$ cat src/shared/ccs_pkg.sv
// Constants, field layouts and state types of the charge cycle supervisor.
// Assumes one 40 MHz clock; all analog results arrive as synchronous levels.
package ccs_pkg;

  // ----------------------------------------------------------------------
  // Clock and timing
  // ----------------------------------------------------------------------
  localparam int unsigned CLOCK_MHZ         = 40;
  localparam int unsigned INT_PULSE_US      = 256;
  localparam int unsigned INT_PULSE_CYCLES  = INT_PULSE_US * CLOCK_MHZ;
  localparam int unsigned TICK_PERIOD_MS    = 1000;
  localparam int unsigned TICK_CYCLES_DEF   = TICK_PERIOD_MS * CLOCK_MHZ * 1000;
  localparam int unsigned TICKS_PER_HOUR    = 3600;
  localparam int unsigned TICKS_PER_QUARTER = 900;
  localparam int unsigned LOWBAT_HOURS      = 2;
  localparam int unsigned TICK_W            = 26;
  localparam int unsigned SAFETY_W          = 17;
  localparam int unsigned TOPOFF_W          = 12;
  localparam int unsigned PULSE_W           = 14;

  // ----------------------------------------------------------------------
  // Register map
  // ----------------------------------------------------------------------
  localparam logic [11:0] CTRL_OFFSET   = 12'h000;
  localparam logic [11:0] STATUS_OFFSET = 12'h004;
  localparam int unsigned REG_RESET_BIT = 10;

  // Control register, bit 0 at the right
  typedef struct packed {
    logic [1:0] safety_timer_duration;  // 5, 8, 10, 12 hours
    logic [1:0] topoff_setting;         // off, 15, 30, 45 minutes
    logic       cool_current_select;
    logic       warm_voltage_select;
    logic       half_rate_enable;
    logic       timer_enable;
    logic       term_enable;
    logic       charge_config_bit;
  } ccs_ctrl_type;

  localparam ccs_ctrl_type CTRL_RESET = 10'h20F;

  // Status register, bit 0 at the right
  typedef struct packed {
    logic       battery_switch;
    logic       supplement;
    logic       input_current_limit_flag;
    logic       input_voltage_limit_flag;
    logic       min_system_flag;
    logic       thermistor_fault;
    logic [2:0] input_source_status;
    logic [1:0] charge_fault_field;
    logic       topoff_running_flag;
    logic [1:0] charge_phase_field;
  } ccs_status_type;

  // ----------------------------------------------------------------------
  // Encodings
  // ----------------------------------------------------------------------
  localparam logic [1:0] PHASE_DISABLED = 2'h0;
  localparam logic [1:0] PHASE_PRE      = 2'h1;
  localparam logic [1:0] PHASE_FAST     = 2'h2;
  localparam logic [1:0] PHASE_DONE     = 2'h3;
  localparam logic [1:0] FAULT_NONE     = 2'h0;
  localparam logic [1:0] FAULT_TIMER    = 2'h3;
  localparam logic [2:0] SOURCE_NONE    = 3'h0;
  localparam logic [2:0] SOURCE_BOOST   = 3'h7;

  typedef enum logic [2:0] {
    ZONE_COLD   = 3'h0,
    ZONE_COOL   = 3'h1,
    ZONE_NORMAL = 3'h2,
    ZONE_WARM   = 3'h3,
    ZONE_HOT    = 3'h4
  } ccs_zone_type;

  typedef enum logic [2:0] {
    ST_OFF    = 3'b001,
    ST_CHARGE = 3'b010,
    ST_DONE   = 3'b100
  } ccs_phase_type;

  // Whole state of the supervisor
  typedef struct packed {
    ccs_phase_type       phase;
    ccs_ctrl_type        ctrl;
    logic                enabled_q;
    logic [TICK_W-1:0]   tick_count;
    logic                tick;
    logic                half_phase;
    logic [SAFETY_W-1:0] safety_count;
    logic [TOPOFF_W-1:0] topoff_count;
    logic [1:0]          topoff_latched;
    logic                topoff_running;
    logic [1:0]          charge_fault;
    logic                therm_fault;
    logic                vlimit;
    logic                ilimit;
    logic                min_sys;
    logic                supplement;
    logic                battery_switch;
    logic                charge_active;
    logic                boost_enable;
    logic                warm_voltage_limit;
    logic                cool_current_reduce;
    logic                cool_current_fifth;
    logic                int_event;
    logic [31:0]         prdata;
    logic                pslverr;
  } ccs_state_type;

  typedef struct packed {
    logic               busy;
    logic [PULSE_W-1:0] count;
  } ccs_pulse_state_type;

endpackage : ccs_pkg

$ cat src/logic/ccs_int_pulse.sv
// Fixed-width interrupt pulse generator for the host interrupt line.
// Assumes the trigger is a one-cycle pulse in the pclk domain.
module ccs_int_pulse #(
  parameter int unsigned PULSE_CYCLES = ccs_pkg::INT_PULSE_CYCLES
) (
  input  wire logic pclk,
  input  wire logic presetn,
  input  wire logic ce,
  input  wire logic trigger,
  output logic      host_int_n
);

  ccs_pkg::ccs_pulse_state_type st;
  ccs_pkg::ccs_pulse_state_type next_st;

  // ----------------------------------------------------------------------
  // Pulse timing
  // ----------------------------------------------------------------------
  // Triggers during a running pulse are dropped so each pulse stays whole
  always_comb begin
    next_st = st;
    if (ce) begin
      if (!st.busy) begin
        if (trigger) begin
          next_st.busy  = 1'b1;
          next_st.count = ccs_pkg::PULSE_W'(PULSE_CYCLES - 1);
        end
      end else if (st.count == '0) begin
        next_st.busy = 1'b0;
      end else begin
        next_st.count = st.count - 1'b1;
      end
    end
  end

  // State register
  always_ff @(posedge pclk or negedge presetn) begin
    if (!presetn) begin
      st <= '0;
    end else begin
      st <= next_st;
    end
  end

  assign host_int_n = ~st.busy;  // Active low, straight from a flop

endmodule : ccs_int_pulse

$ cat src/logic/ccs_supervisor.sv
// Charge cycle supervisor: termination, top-off and safety timers,
// temperature gating, boost thermistor watch and status flags over APB.
// Assumes comparator and regulation inputs are synchronous to pclk.
//
// Overview of operation
// - Regulation active suppresses termination and halves the safety timer.
// - End cycle above recharge and below termination current; open switch.
// - Termination sets phase field to 11 and pulses the interrupt.
// - Optional top-off timer follows safety pause and half rate; flag shown.
// - Top-off resets on enable edge, termination rise, or register reset.
// - Top-off setting captured at termination; later writes wait for recharge.
// - Interrupt pulse at top-off start and at top-off expiry.
// - Start charging only inside cold-to-hot zone; suspend outside it.
// - Warm zone selects programmed voltage or 4.1V by warm select.
// - Cool zone reduces current, optionally to 20 percent.
// - No termination in cool or warm zone.
// - Boost leaving temp window suspends, source 000, thermistor fault.
// - Safety limit 2 hours below low battery, else programmed hours.
// - Safety expiry sets charge fault 11 and pulses interrupt.
// - Host programs safety duration and may disable the safety timer.
// - Regulation or cool zone halves safety rate unless half enable is 0.
// - Safety timer freezes during faults and resumes afterwards.
// - Charge enable toggle resets the safety timer.
// - Minimum system flag while system rail held at minimum.
// - Input voltage and current limit flags follow their loops.
// - Supplement mode turns switch on at 180 or 45 mV drop.
// - Interrupt event gives one 256 microsecond pulse; events during a pulse are dropped.
// - Phase field 00 off, 01 pre, 10 fast, 11 done.
module ccs_supervisor #(
  parameter int unsigned TICK_CYCLES      = ccs_pkg::TICK_CYCLES_DEF,
  parameter int unsigned INT_PULSE_CYCLES = ccs_pkg::INT_PULSE_CYCLES
) (
  input  wire logic        pclk,
  input  wire logic        presetn,
  input  wire logic        ce,
  // APB slave
  input  wire logic        psel,
  input  wire logic        penable,
  input  wire logic        pwrite,
  input  wire logic [11:0] paddr,
  input  wire logic [31:0] pwdata,
  output logic      [31:0] prdata,
  output logic             pready,
  output logic             pslverr,
  // Analog and pin levels
  input  wire logic        charge_enable_n,
  input  wire logic [2:0]  thermistor_sense_input,
  input  wire logic        vbat_above_recharge,
  input  wire logic        ichg_below_term,
  input  wire logic        vbat_below_precharge,
  input  wire logic        low_battery_threshold,
  input  wire logic        vbat_above_min_system,
  input  wire logic        vsys_drop_180mv,
  input  wire logic        vsys_drop_45mv,
  input  wire logic        sys_at_min_regulation,
  input  wire logic        input_vlimit_active,
  input  wire logic        input_ilimit_active,
  input  wire logic        thermal_reg_active,
  input  wire logic        fault_present,
  input  wire logic        boost_request,
  input  wire logic        boost_temp_ok,
  input  wire logic [2:0]  input_source_code,
  // Control outputs
  output logic             battery_switch,
  output logic             charge_active,
  output logic             boost_enable,
  output logic             warm_voltage_limit,
  output logic             cool_current_reduce,
  output logic             cool_current_fifth,
  output logic [2:0]       input_source_status,
  output logic             host_int_n
);

  ccs_pkg::ccs_state_type  st;
  ccs_pkg::ccs_state_type  next_st;
  ccs_pkg::ccs_status_type status;
  ccs_pkg::ccs_zone_type   zone;

  logic                         temp_ok;
  logic                         in_cool;
  logic                         in_warm;
  logic                         regulating;
  logic                         half_rate;
  logic                         charge_en;
  logic                         restart;
  logic                         paused;
  logic                         term_ok;
  logic                         term_hit;
  logic                         advance;
  logic                         setup;
  logic                         wr;
  logic [ccs_pkg::SAFETY_W-1:0] safety_limit;
  logic [ccs_pkg::TOPOFF_W-1:0] topoff_limit;
  logic [ccs_pkg::SAFETY_W-1:0] safety_hours;

  // ----------------------------------------------------------------------
  // Condition decode
  // ----------------------------------------------------------------------
  assign zone       = ccs_pkg::ccs_zone_type'(thermistor_sense_input);
  assign temp_ok    = (zone == ccs_pkg::ZONE_COOL) ||
                      (zone == ccs_pkg::ZONE_NORMAL) ||
                      (zone == ccs_pkg::ZONE_WARM);
  assign in_cool    = (zone == ccs_pkg::ZONE_COOL);
  assign in_warm    = (zone == ccs_pkg::ZONE_WARM);
  assign regulating = input_vlimit_active | input_ilimit_active |
                      thermal_reg_active;
  assign half_rate  = st.ctrl.half_rate_enable & (regulating | in_cool);
  assign charge_en  = st.ctrl.charge_config_bit & ~charge_enable_n;
  assign restart    = charge_en & ~st.enabled_q;
  // any fault or temperature suspend freezes the timers
  assign paused     = fault_present | ~temp_ok;
  assign term_ok    = st.ctrl.term_enable & ~regulating & ~in_cool & ~in_warm;
  assign term_hit   = vbat_above_recharge & ichg_below_term & term_ok;
  // half rate takes every second unpaused tick
  assign advance    = st.tick & ~paused & (~half_rate | st.half_phase);

  // Safety limit in ticks, low battery overriding the programmed hours
  always_comb begin
    case (st.ctrl.safety_timer_duration)
      2'h0:    safety_hours = ccs_pkg::SAFETY_W'(5);
      2'h1:    safety_hours = ccs_pkg::SAFETY_W'(8);
      2'h2:    safety_hours = ccs_pkg::SAFETY_W'(10);
      default: safety_hours = ccs_pkg::SAFETY_W'(12);
    endcase
  end

  assign safety_limit = low_battery_threshold ?
      ccs_pkg::SAFETY_W'(ccs_pkg::LOWBAT_HOURS * ccs_pkg::TICKS_PER_HOUR) :
      ccs_pkg::SAFETY_W'(safety_hours * ccs_pkg::SAFETY_W'(
        ccs_pkg::TICKS_PER_HOUR));

  // duration comes from the copy latched at termination
  assign topoff_limit = ccs_pkg::TOPOFF_W'(st.topoff_latched *
      ccs_pkg::TOPOFF_W'(ccs_pkg::TICKS_PER_QUARTER));

  // ----------------------------------------------------------------------
  // APB decode
  // ----------------------------------------------------------------------
  assign setup = psel & ~penable;
  assign wr    = psel & penable & pwrite & ce;

  // Status word, assembled from live state
  always_comb begin
    status = '0;
    case (st.phase)
      ccs_pkg::ST_CHARGE: status.charge_phase_field = vbat_below_precharge ?
                              ccs_pkg::PHASE_PRE : ccs_pkg::PHASE_FAST;
      ccs_pkg::ST_DONE:   status.charge_phase_field = ccs_pkg::PHASE_DONE;
      default:            status.charge_phase_field = ccs_pkg::PHASE_DISABLED;
    endcase
    status.topoff_running_flag      = st.topoff_running;
    status.charge_fault_field       = st.charge_fault;
    status.input_source_status      = input_source_status;
    status.thermistor_fault         = st.therm_fault;
    status.min_system_flag          = st.min_sys;
    status.input_voltage_limit_flag = st.vlimit;
    status.input_current_limit_flag = st.ilimit;
    status.supplement               = st.supplement;
    status.battery_switch           = st.battery_switch;
  end

  // ----------------------------------------------------------------------
  // Next-state logic
  // ----------------------------------------------------------------------
  always_comb begin
    next_st = st;
    if (ce) begin
      next_st.enabled_q = charge_en;
      next_st.int_event = 1'b0;

      next_st.tick = 1'b0;
      if (st.tick_count == ccs_pkg::TICK_W'(TICK_CYCLES - 1)) begin
        next_st.tick_count = '0;
        next_st.tick       = 1'b1;
      end else begin
        next_st.tick_count = st.tick_count + 1'b1;
      end
      if (st.tick && !paused) begin
        next_st.half_phase = ~st.half_phase;
      end

      next_st.min_sys = sys_at_min_regulation;
      next_st.vlimit  = input_vlimit_active;
      next_st.ilimit  = input_ilimit_active;

      // Read data is caught in the setup cycle, so access needs no wait
      if (setup) begin
        next_st.pslverr = 1'b0;
        if (paddr == ccs_pkg::CTRL_OFFSET) begin
          next_st.prdata = {22'h00_0000, st.ctrl};
        end else if (paddr == ccs_pkg::STATUS_OFFSET) begin
          next_st.prdata = {18'h0_0000, status};
        end else begin
          next_st.prdata  = 32'h0000_0000;
          next_st.pslverr = 1'b1;
        end
      end

      // enable edge restarts the safety timer and clears its fault
      if (restart) begin
        next_st.safety_count = '0;
        next_st.charge_fault = ccs_pkg::FAULT_NONE;
        next_st.topoff_count   = '0;
        next_st.topoff_running = 1'b0;
      end

      // Register write first: a termination in the same cycle wins over reset
      if (wr && paddr == ccs_pkg::CTRL_OFFSET) begin
        if (pwdata[ccs_pkg::REG_RESET_BIT]) begin
          next_st.ctrl           = ccs_pkg::CTRL_RESET;
          next_st.topoff_count   = '0;
          next_st.topoff_running = 1'b0;
        end else begin
          next_st.ctrl = pwdata[9:0];
        end
      end

      case (st.phase)
        ccs_pkg::ST_OFF: begin
          if (charge_en && temp_ok && !fault_present &&
              st.charge_fault != ccs_pkg::FAULT_TIMER) begin
            next_st.phase = ccs_pkg::ST_CHARGE;
          end
        end
        ccs_pkg::ST_CHARGE: begin
          if (!charge_en) begin
            next_st.phase = ccs_pkg::ST_OFF;
          end else if (st.ctrl.timer_enable &&
                       st.safety_count >= safety_limit) begin
            next_st.phase        = ccs_pkg::ST_OFF;
            next_st.charge_fault = ccs_pkg::FAULT_TIMER;
            next_st.int_event    = 1'b1;
          end else if (term_hit && !paused) begin
            next_st.phase          = ccs_pkg::ST_DONE;
            next_st.int_event      = 1'b1;
            next_st.topoff_latched = st.ctrl.topoff_setting;
            next_st.topoff_count   = '0;
            next_st.topoff_running = (st.ctrl.topoff_setting != 2'h0);
          end else if (st.ctrl.timer_enable && advance) begin
            // counting gated by enable, rate and pause
            next_st.safety_count = st.safety_count + 1'b1;
          end
        end
        ccs_pkg::ST_DONE: begin
          if (!charge_en) begin
            next_st.phase          = ccs_pkg::ST_OFF;
            next_st.topoff_running = 1'b0;
          end else if (!vbat_above_recharge) begin
            // Recharge: new cycle, timers start over
            next_st.phase          = ccs_pkg::ST_CHARGE;
            next_st.topoff_running = 1'b0;
            next_st.safety_count   = '0;
          end else if (st.topoff_running && advance) begin
            // top-off follows the safety timer's pause and rate
            if (st.topoff_count + 1'b1 >= topoff_limit) begin
              next_st.topoff_running = 1'b0;
              next_st.int_event      = 1'b1;
            end else begin
              next_st.topoff_count = st.topoff_count + 1'b1;
            end
          end
        end
        default: next_st.phase = ccs_pkg::ST_OFF;
      endcase

      // boost thermistor watch, fault entry raises an interrupt
      next_st.therm_fault = boost_request & ~boost_temp_ok;
      if (next_st.therm_fault && !st.therm_fault) begin
        next_st.int_event = 1'b1;
      end
      next_st.boost_enable = boost_request & boost_temp_ok;

      next_st.warm_voltage_limit  = in_warm & st.ctrl.warm_voltage_select;
      next_st.cool_current_reduce = in_cool;
      next_st.cool_current_fifth  = in_cool & st.ctrl.cool_current_select;

      // supplement threshold depends on battery against min system
      next_st.supplement = vbat_above_min_system ? vsys_drop_180mv :
                                                   vsys_drop_45mv;
      next_st.charge_active = (st.phase == ccs_pkg::ST_CHARGE) & ~paused &
                              charge_en;
      // switch opens once done and top-off is over
      next_st.battery_switch = next_st.charge_active |
                               ((st.phase == ccs_pkg::ST_DONE) &
                                st.topoff_running) |
                               next_st.supplement;
    end
  end

  // State register
  always_ff @(posedge pclk or negedge presetn) begin
    if (!presetn) begin
      st      <= '0;
      st.phase <= ccs_pkg::ST_OFF;
      st.ctrl  <= ccs_pkg::CTRL_RESET;
    end else begin
      st <= next_st;
    end
  end

  // ----------------------------------------------------------------------
  // Outputs
  // ----------------------------------------------------------------------
  assign pready              = psel & penable & ce;
  assign prdata              = st.prdata;
  assign pslverr             = st.pslverr & pready;
  assign battery_switch      = st.battery_switch;
  assign charge_active       = st.charge_active;
  assign boost_enable        = st.boost_enable;
  assign warm_voltage_limit  = st.warm_voltage_limit;
  assign cool_current_reduce = st.cool_current_reduce;
  assign cool_current_fifth  = st.cool_current_fifth;
  // boost source code, forced to none on thermistor fault
  assign input_source_status = st.therm_fault  ? ccs_pkg::SOURCE_NONE :
                               st.boost_enable ? ccs_pkg::SOURCE_BOOST :
                                                 input_source_code;

  ccs_int_pulse #(
    .PULSE_CYCLES (INT_PULSE_CYCLES)
  ) u_int_pulse (
    .pclk       (pclk),
    .presetn    (presetn),
    .ce         (ce),
    .trigger    (st.int_event),
    .host_int_n (host_int_n)
  );

endmodule : ccs_supervisor

$ cat config.mk
export PLATFORM = sky130hd
export DESIGN_NAME = ccs_supervisor
export DESIGN_NICKNAME = d
export VERILOG_FILES = /design/src/shared/ccs_pkg.sv /design/src/logic/ccs_int_pulse.sv /design/src/logic/ccs_supervisor.sv
export SDC_FILE = /design/constraint.sdc
export NUM_CORES = 1
export LEC_CHECK = 0
export BUFFER_PORTS_ARGS = -buffer_cell sky130_fd_sc_hd__buf_2
export CORE_MARGIN = 4
export CORE_UTILIZATION = 56
export DETAILED_ROUTE_END_ITERATION = 12
export GPL_ROUTABILITY_DRIVEN = 0
export PLACE_DENSITY = 0.79
export SLEW_MARGIN = 25
export SYNTH_ARGS = -nofsm -noshare
export SYNTH_HDL_FRONTEND = slang
export SYNTH_SLANG_ARGS = --single-unit
$ cat constraint.sdc
create_clock -name pclk -period 4.3 [get_ports pclk]
set_input_delay 0.645 -clock pclk [delete_from_list [all_inputs] [get_ports pclk]]
set_output_delay 0.645 -clock pclk [all_outputs]
set_load 0.02 [all_outputs]
==> flow_metrics.env <==
export IMPL_crit_arrival_ns=4.25
export IMPL_viasPerCell=5.88
export IMPL_area_growth_pct=14.2
export IMPL_first_pass_iters=5
export IMPL_drc=0
export IMPL_period_minus_slack_ns=3.96
export IMPL_track_usage_pct=24.3
export IMPL_fin_crit_sh_pct=92.1
export IMPL_rsz0062_at_grt="false"
export IMPL_initial_utilization_pct=57.3
export IMPL_maxSlewHeadroom_pct=51.2
export IMPL_r2r_cells=15
export IMPL_design_area_mm2=0.00829
export IMPL_grt_max_degree=66
export IMPL_io_buffers=75
export IMPL_synth_area_mm2=0.00726
export IMPL_dp_hpwl_um=12400
export IMPL_ys_flop_type="dfrtp_1"
export IMPL_worstMarginPinSlew_ns=0.733
export IMPL_ctsHoldBuffers=0
export IMPL_cts_buffers=17
export IMPL_vias=6229
export IMPL_core_rowCount=41
export IMPL_report_final_slew_viol_count=0
export IMPL_postRouteAntennaNets=0
export IMPL_hold_path_class="in2async"
export IMPL_root_buffer="clkbuf_16"
export IMPL_drt_initial_drc_count=515
export IMPL_synth_edf_count=0
export IMPL_leakagePower_uw=0.00385
export IMPL_status="complete, no violations"
export IMPL_ys_seq_elements=118
export IMPL_cts_buffer_depth=2
export IMPL_diodes=0
export IMPL_cts_sinks=118
export IMPL_grt_pass1_wl_um=28700
export IMPL_fmax_mhz=253
export IMPL_finalSetupViolations=0
export IMPL_cts_htree_levels=4
export IMPL_final_core_util_pct=65.5
export IMPL_finClkSkew_ns=0.00585
export IMPL_avgSynthCellArea_um2=8.97
export IMPL_hold_viol=0
export IMPL_ir_drop_mv=0.257
export IMPL_core_mm2=0.0127
export IMPL_fin_nets=980
export IMPL_endpoint_kind="register"
export IMPL_antenna_found_initial=0
export IMPL_critPathMaxFanout=7
export IMPL_synthCells=810
export IMPL_dieArea_mm2=0.0149
export IMPL_tns_ns=0
export IMPL_yosysUniqueCellTypes=71
export IMPL_drv_cap=0
export IMPL_drive_gt1_share_pct=17.1
export IMPL_wirelength_um=17300
export IMPL_path_clk_slew_ns=0.06
export IMPL_startpoint_type="register"
export IMPL_grt_pass1_vias=5879
export IMPL_fillers=1061
export IMPL_die_h_um=122
export IMPL_fin_hold_ws_ns=0.273
export IMPL_yosys_warnings=0
export IMPL_io_pin_count=115
export IMPL_routedWlPerCell_um=16.3
export IMPL_total_power_uw=3160
export IMPL_clk_latency_ns=0.42
export IMPL_postSynth_asyncResetShare_pct=100
export IMPL_postPlaceCellArea_mm2=0.00767
export IMPL_cts_tree="done"
export IMPL_path_class="reg2reg"
export IMPL_cp_required_ns=4.59
export IMPL_die_w_um=122
export IMPL_synth_yosys_seq_area_share_pct=40.8
export IMPL_power_density_mw_per_mm2=381
export IMPL_grt_ovfl_total=0
critical path: stages, from the launching register on:
cell	delay, ns
dfstp_2	0.57
inv_1	0.11
ha_1	0.26
xnor2_1	0.20
ha_1	0.17
a21o_1	0.10
a21oi_1	0.06
or3b_2	0.44
ha_1	0.32
nand4_1	0.16
nor2_1	0.17
o41ai_1	0.13
a31oi_1	0.52
nor2_1	0.28
a31oi_1	0.23
o21ai_0	0.10
power breakdown:
part	switching, uW	internal [uW]	leakage, uW
combinational	237	161	0.00204
clock	519	942	0.000285
sequential	94.6	1210	0.00153
total	851	2310	0.00385
repair_timing:
action | CTS | global route
gates resized for setup | 0 | 1
setup endpoints to repair | 0 | 9
buffers inserted | 0 | 1
layout make-up:
class	instances	area [um^2]	area share, %
Tap cell	172	215	2.59
Inverter	36	135	1.63
Clock inverter	11	151	1.83
Clock buffer	21	460	5.55
Multi-Input combinational cell	614	3890	46.9
Timing Repair Buffer	87	480	5.79
Sequential cell	118	2960	35.7
worst paths after layout:
check                           slack (ns)          to  startpoint
worst max-delay path                  0.34     st[119]     st[117]
worst min-delay path                  0.27      st[97]     presetn
worst max register to register        0.34     st[119]     st[117]
worst min register to register        0.48  prdata[12]  prdata[12]
max in group asynchronous             3.21     st[109]     presetn
min in group pclk                     0.45     st[109]   pwdata[1]
layer usage:
metal	global-route usage [%]	vias to the layer above	share of wire [%]
li1	-	2975	-
met1	32.3	2994	44
met2	39.2	223	48
met3	5.80	37	5.9
met4	8.40	0	2.0
met5	0	-	0
cells in the final DEF (no fill, tap or decap), types with 11 or more instances in the layout:
cell type,Yosys,final
and3_1,22,22
xnor2_1,22,22
nand2_1,82,82
nand2b_1,11,11
o31ai_1,16,15
a21oi_1,38,38
ha_1,35,35
inv_1,36,36
dfrtp_1,112,112
nor3_1,20,20
mux2i_1,12,12
buf_2,3,74
xor2_1,18,18
clkbuf_16,0,17
buf_4,32,12
o21ai_0,41,41
nand4_1,16,16
nand3b_1,12,12
nand3_1,31,31
nor4_1,12,11
conb_1,1,18
nor2_1,83,83
registers in the layout (all words and copies together) (netlist names):
| register | count |
|---|---|
| battery_switch | 1 |
| boost_enable | 1 |
| charge_active | 1 |
| cool_current_fifth | 1 |
| cool_current_reduce | 1 |
| prdata | 14 |
| st | 83 |
| u_int_pulse.st | 15 |
| warm_voltage_limit | 1 |
Yosys cell counts (8+ instances only):
cell / n / share of area, %
a21oi_1: 38 / 2.6
a31oi_1: 8 / 0.69
and3_1: 22 / 1.9
buf_4: 32 / 3.3
clkbuf_1: 20 / 1.0
dfrtp_1: 112 / 39
ha_1: 35 / 6.0
inv_1: 36 / 1.9
mux2_2: 10 / 1.6
mux2i_1: 12 / 1.7
nand2_1: 82 / 4.2
nand2b_1: 11 / 0.95
nand3_1: 31 / 2.1
nand3b_1: 12 / 1.2
nand4_1: 16 / 1.4
nor2_1: 83 / 4.3
nor3_1: 20 / 1.4
nor4_1: 12 / 1.0
o21ai_0: 41 / 2.8
o31ai_1: 16 / 1.7
or2_2: 8 / 0.69
or3_1: 9 / 0.78
xnor2_1: 22 / 2.7
xor2_1: 18 / 2.2
kinds of logic (layout without fill, tap and decap cells):
logic type | Yosys count | in the layout | share of synthesized area [%]
compound gates | 164 | 164 | 15.1
xor+xnor | 40 | 40 | 4.82
fa+ha+maj | 35 | 35 | 6.03
buf+inv | 95 | 155 | 6.72
flops | 118 | 118 | 40.8
mux | 22 | 22 | 3.20
other cells | 1 | 18 | 0.0516
simple gates | 335 | 335 | 23.3
per-stage QoR:
stage	worst slack, ns	std cells
after floorplan	0.736	827
after global placement	0.219	1026
after detailed placement	0.0614	1026
after CTS	0.0142	1058
after global routing	0.0302	1059
final	0.342	1059
(Power assumes the default switching activity.)
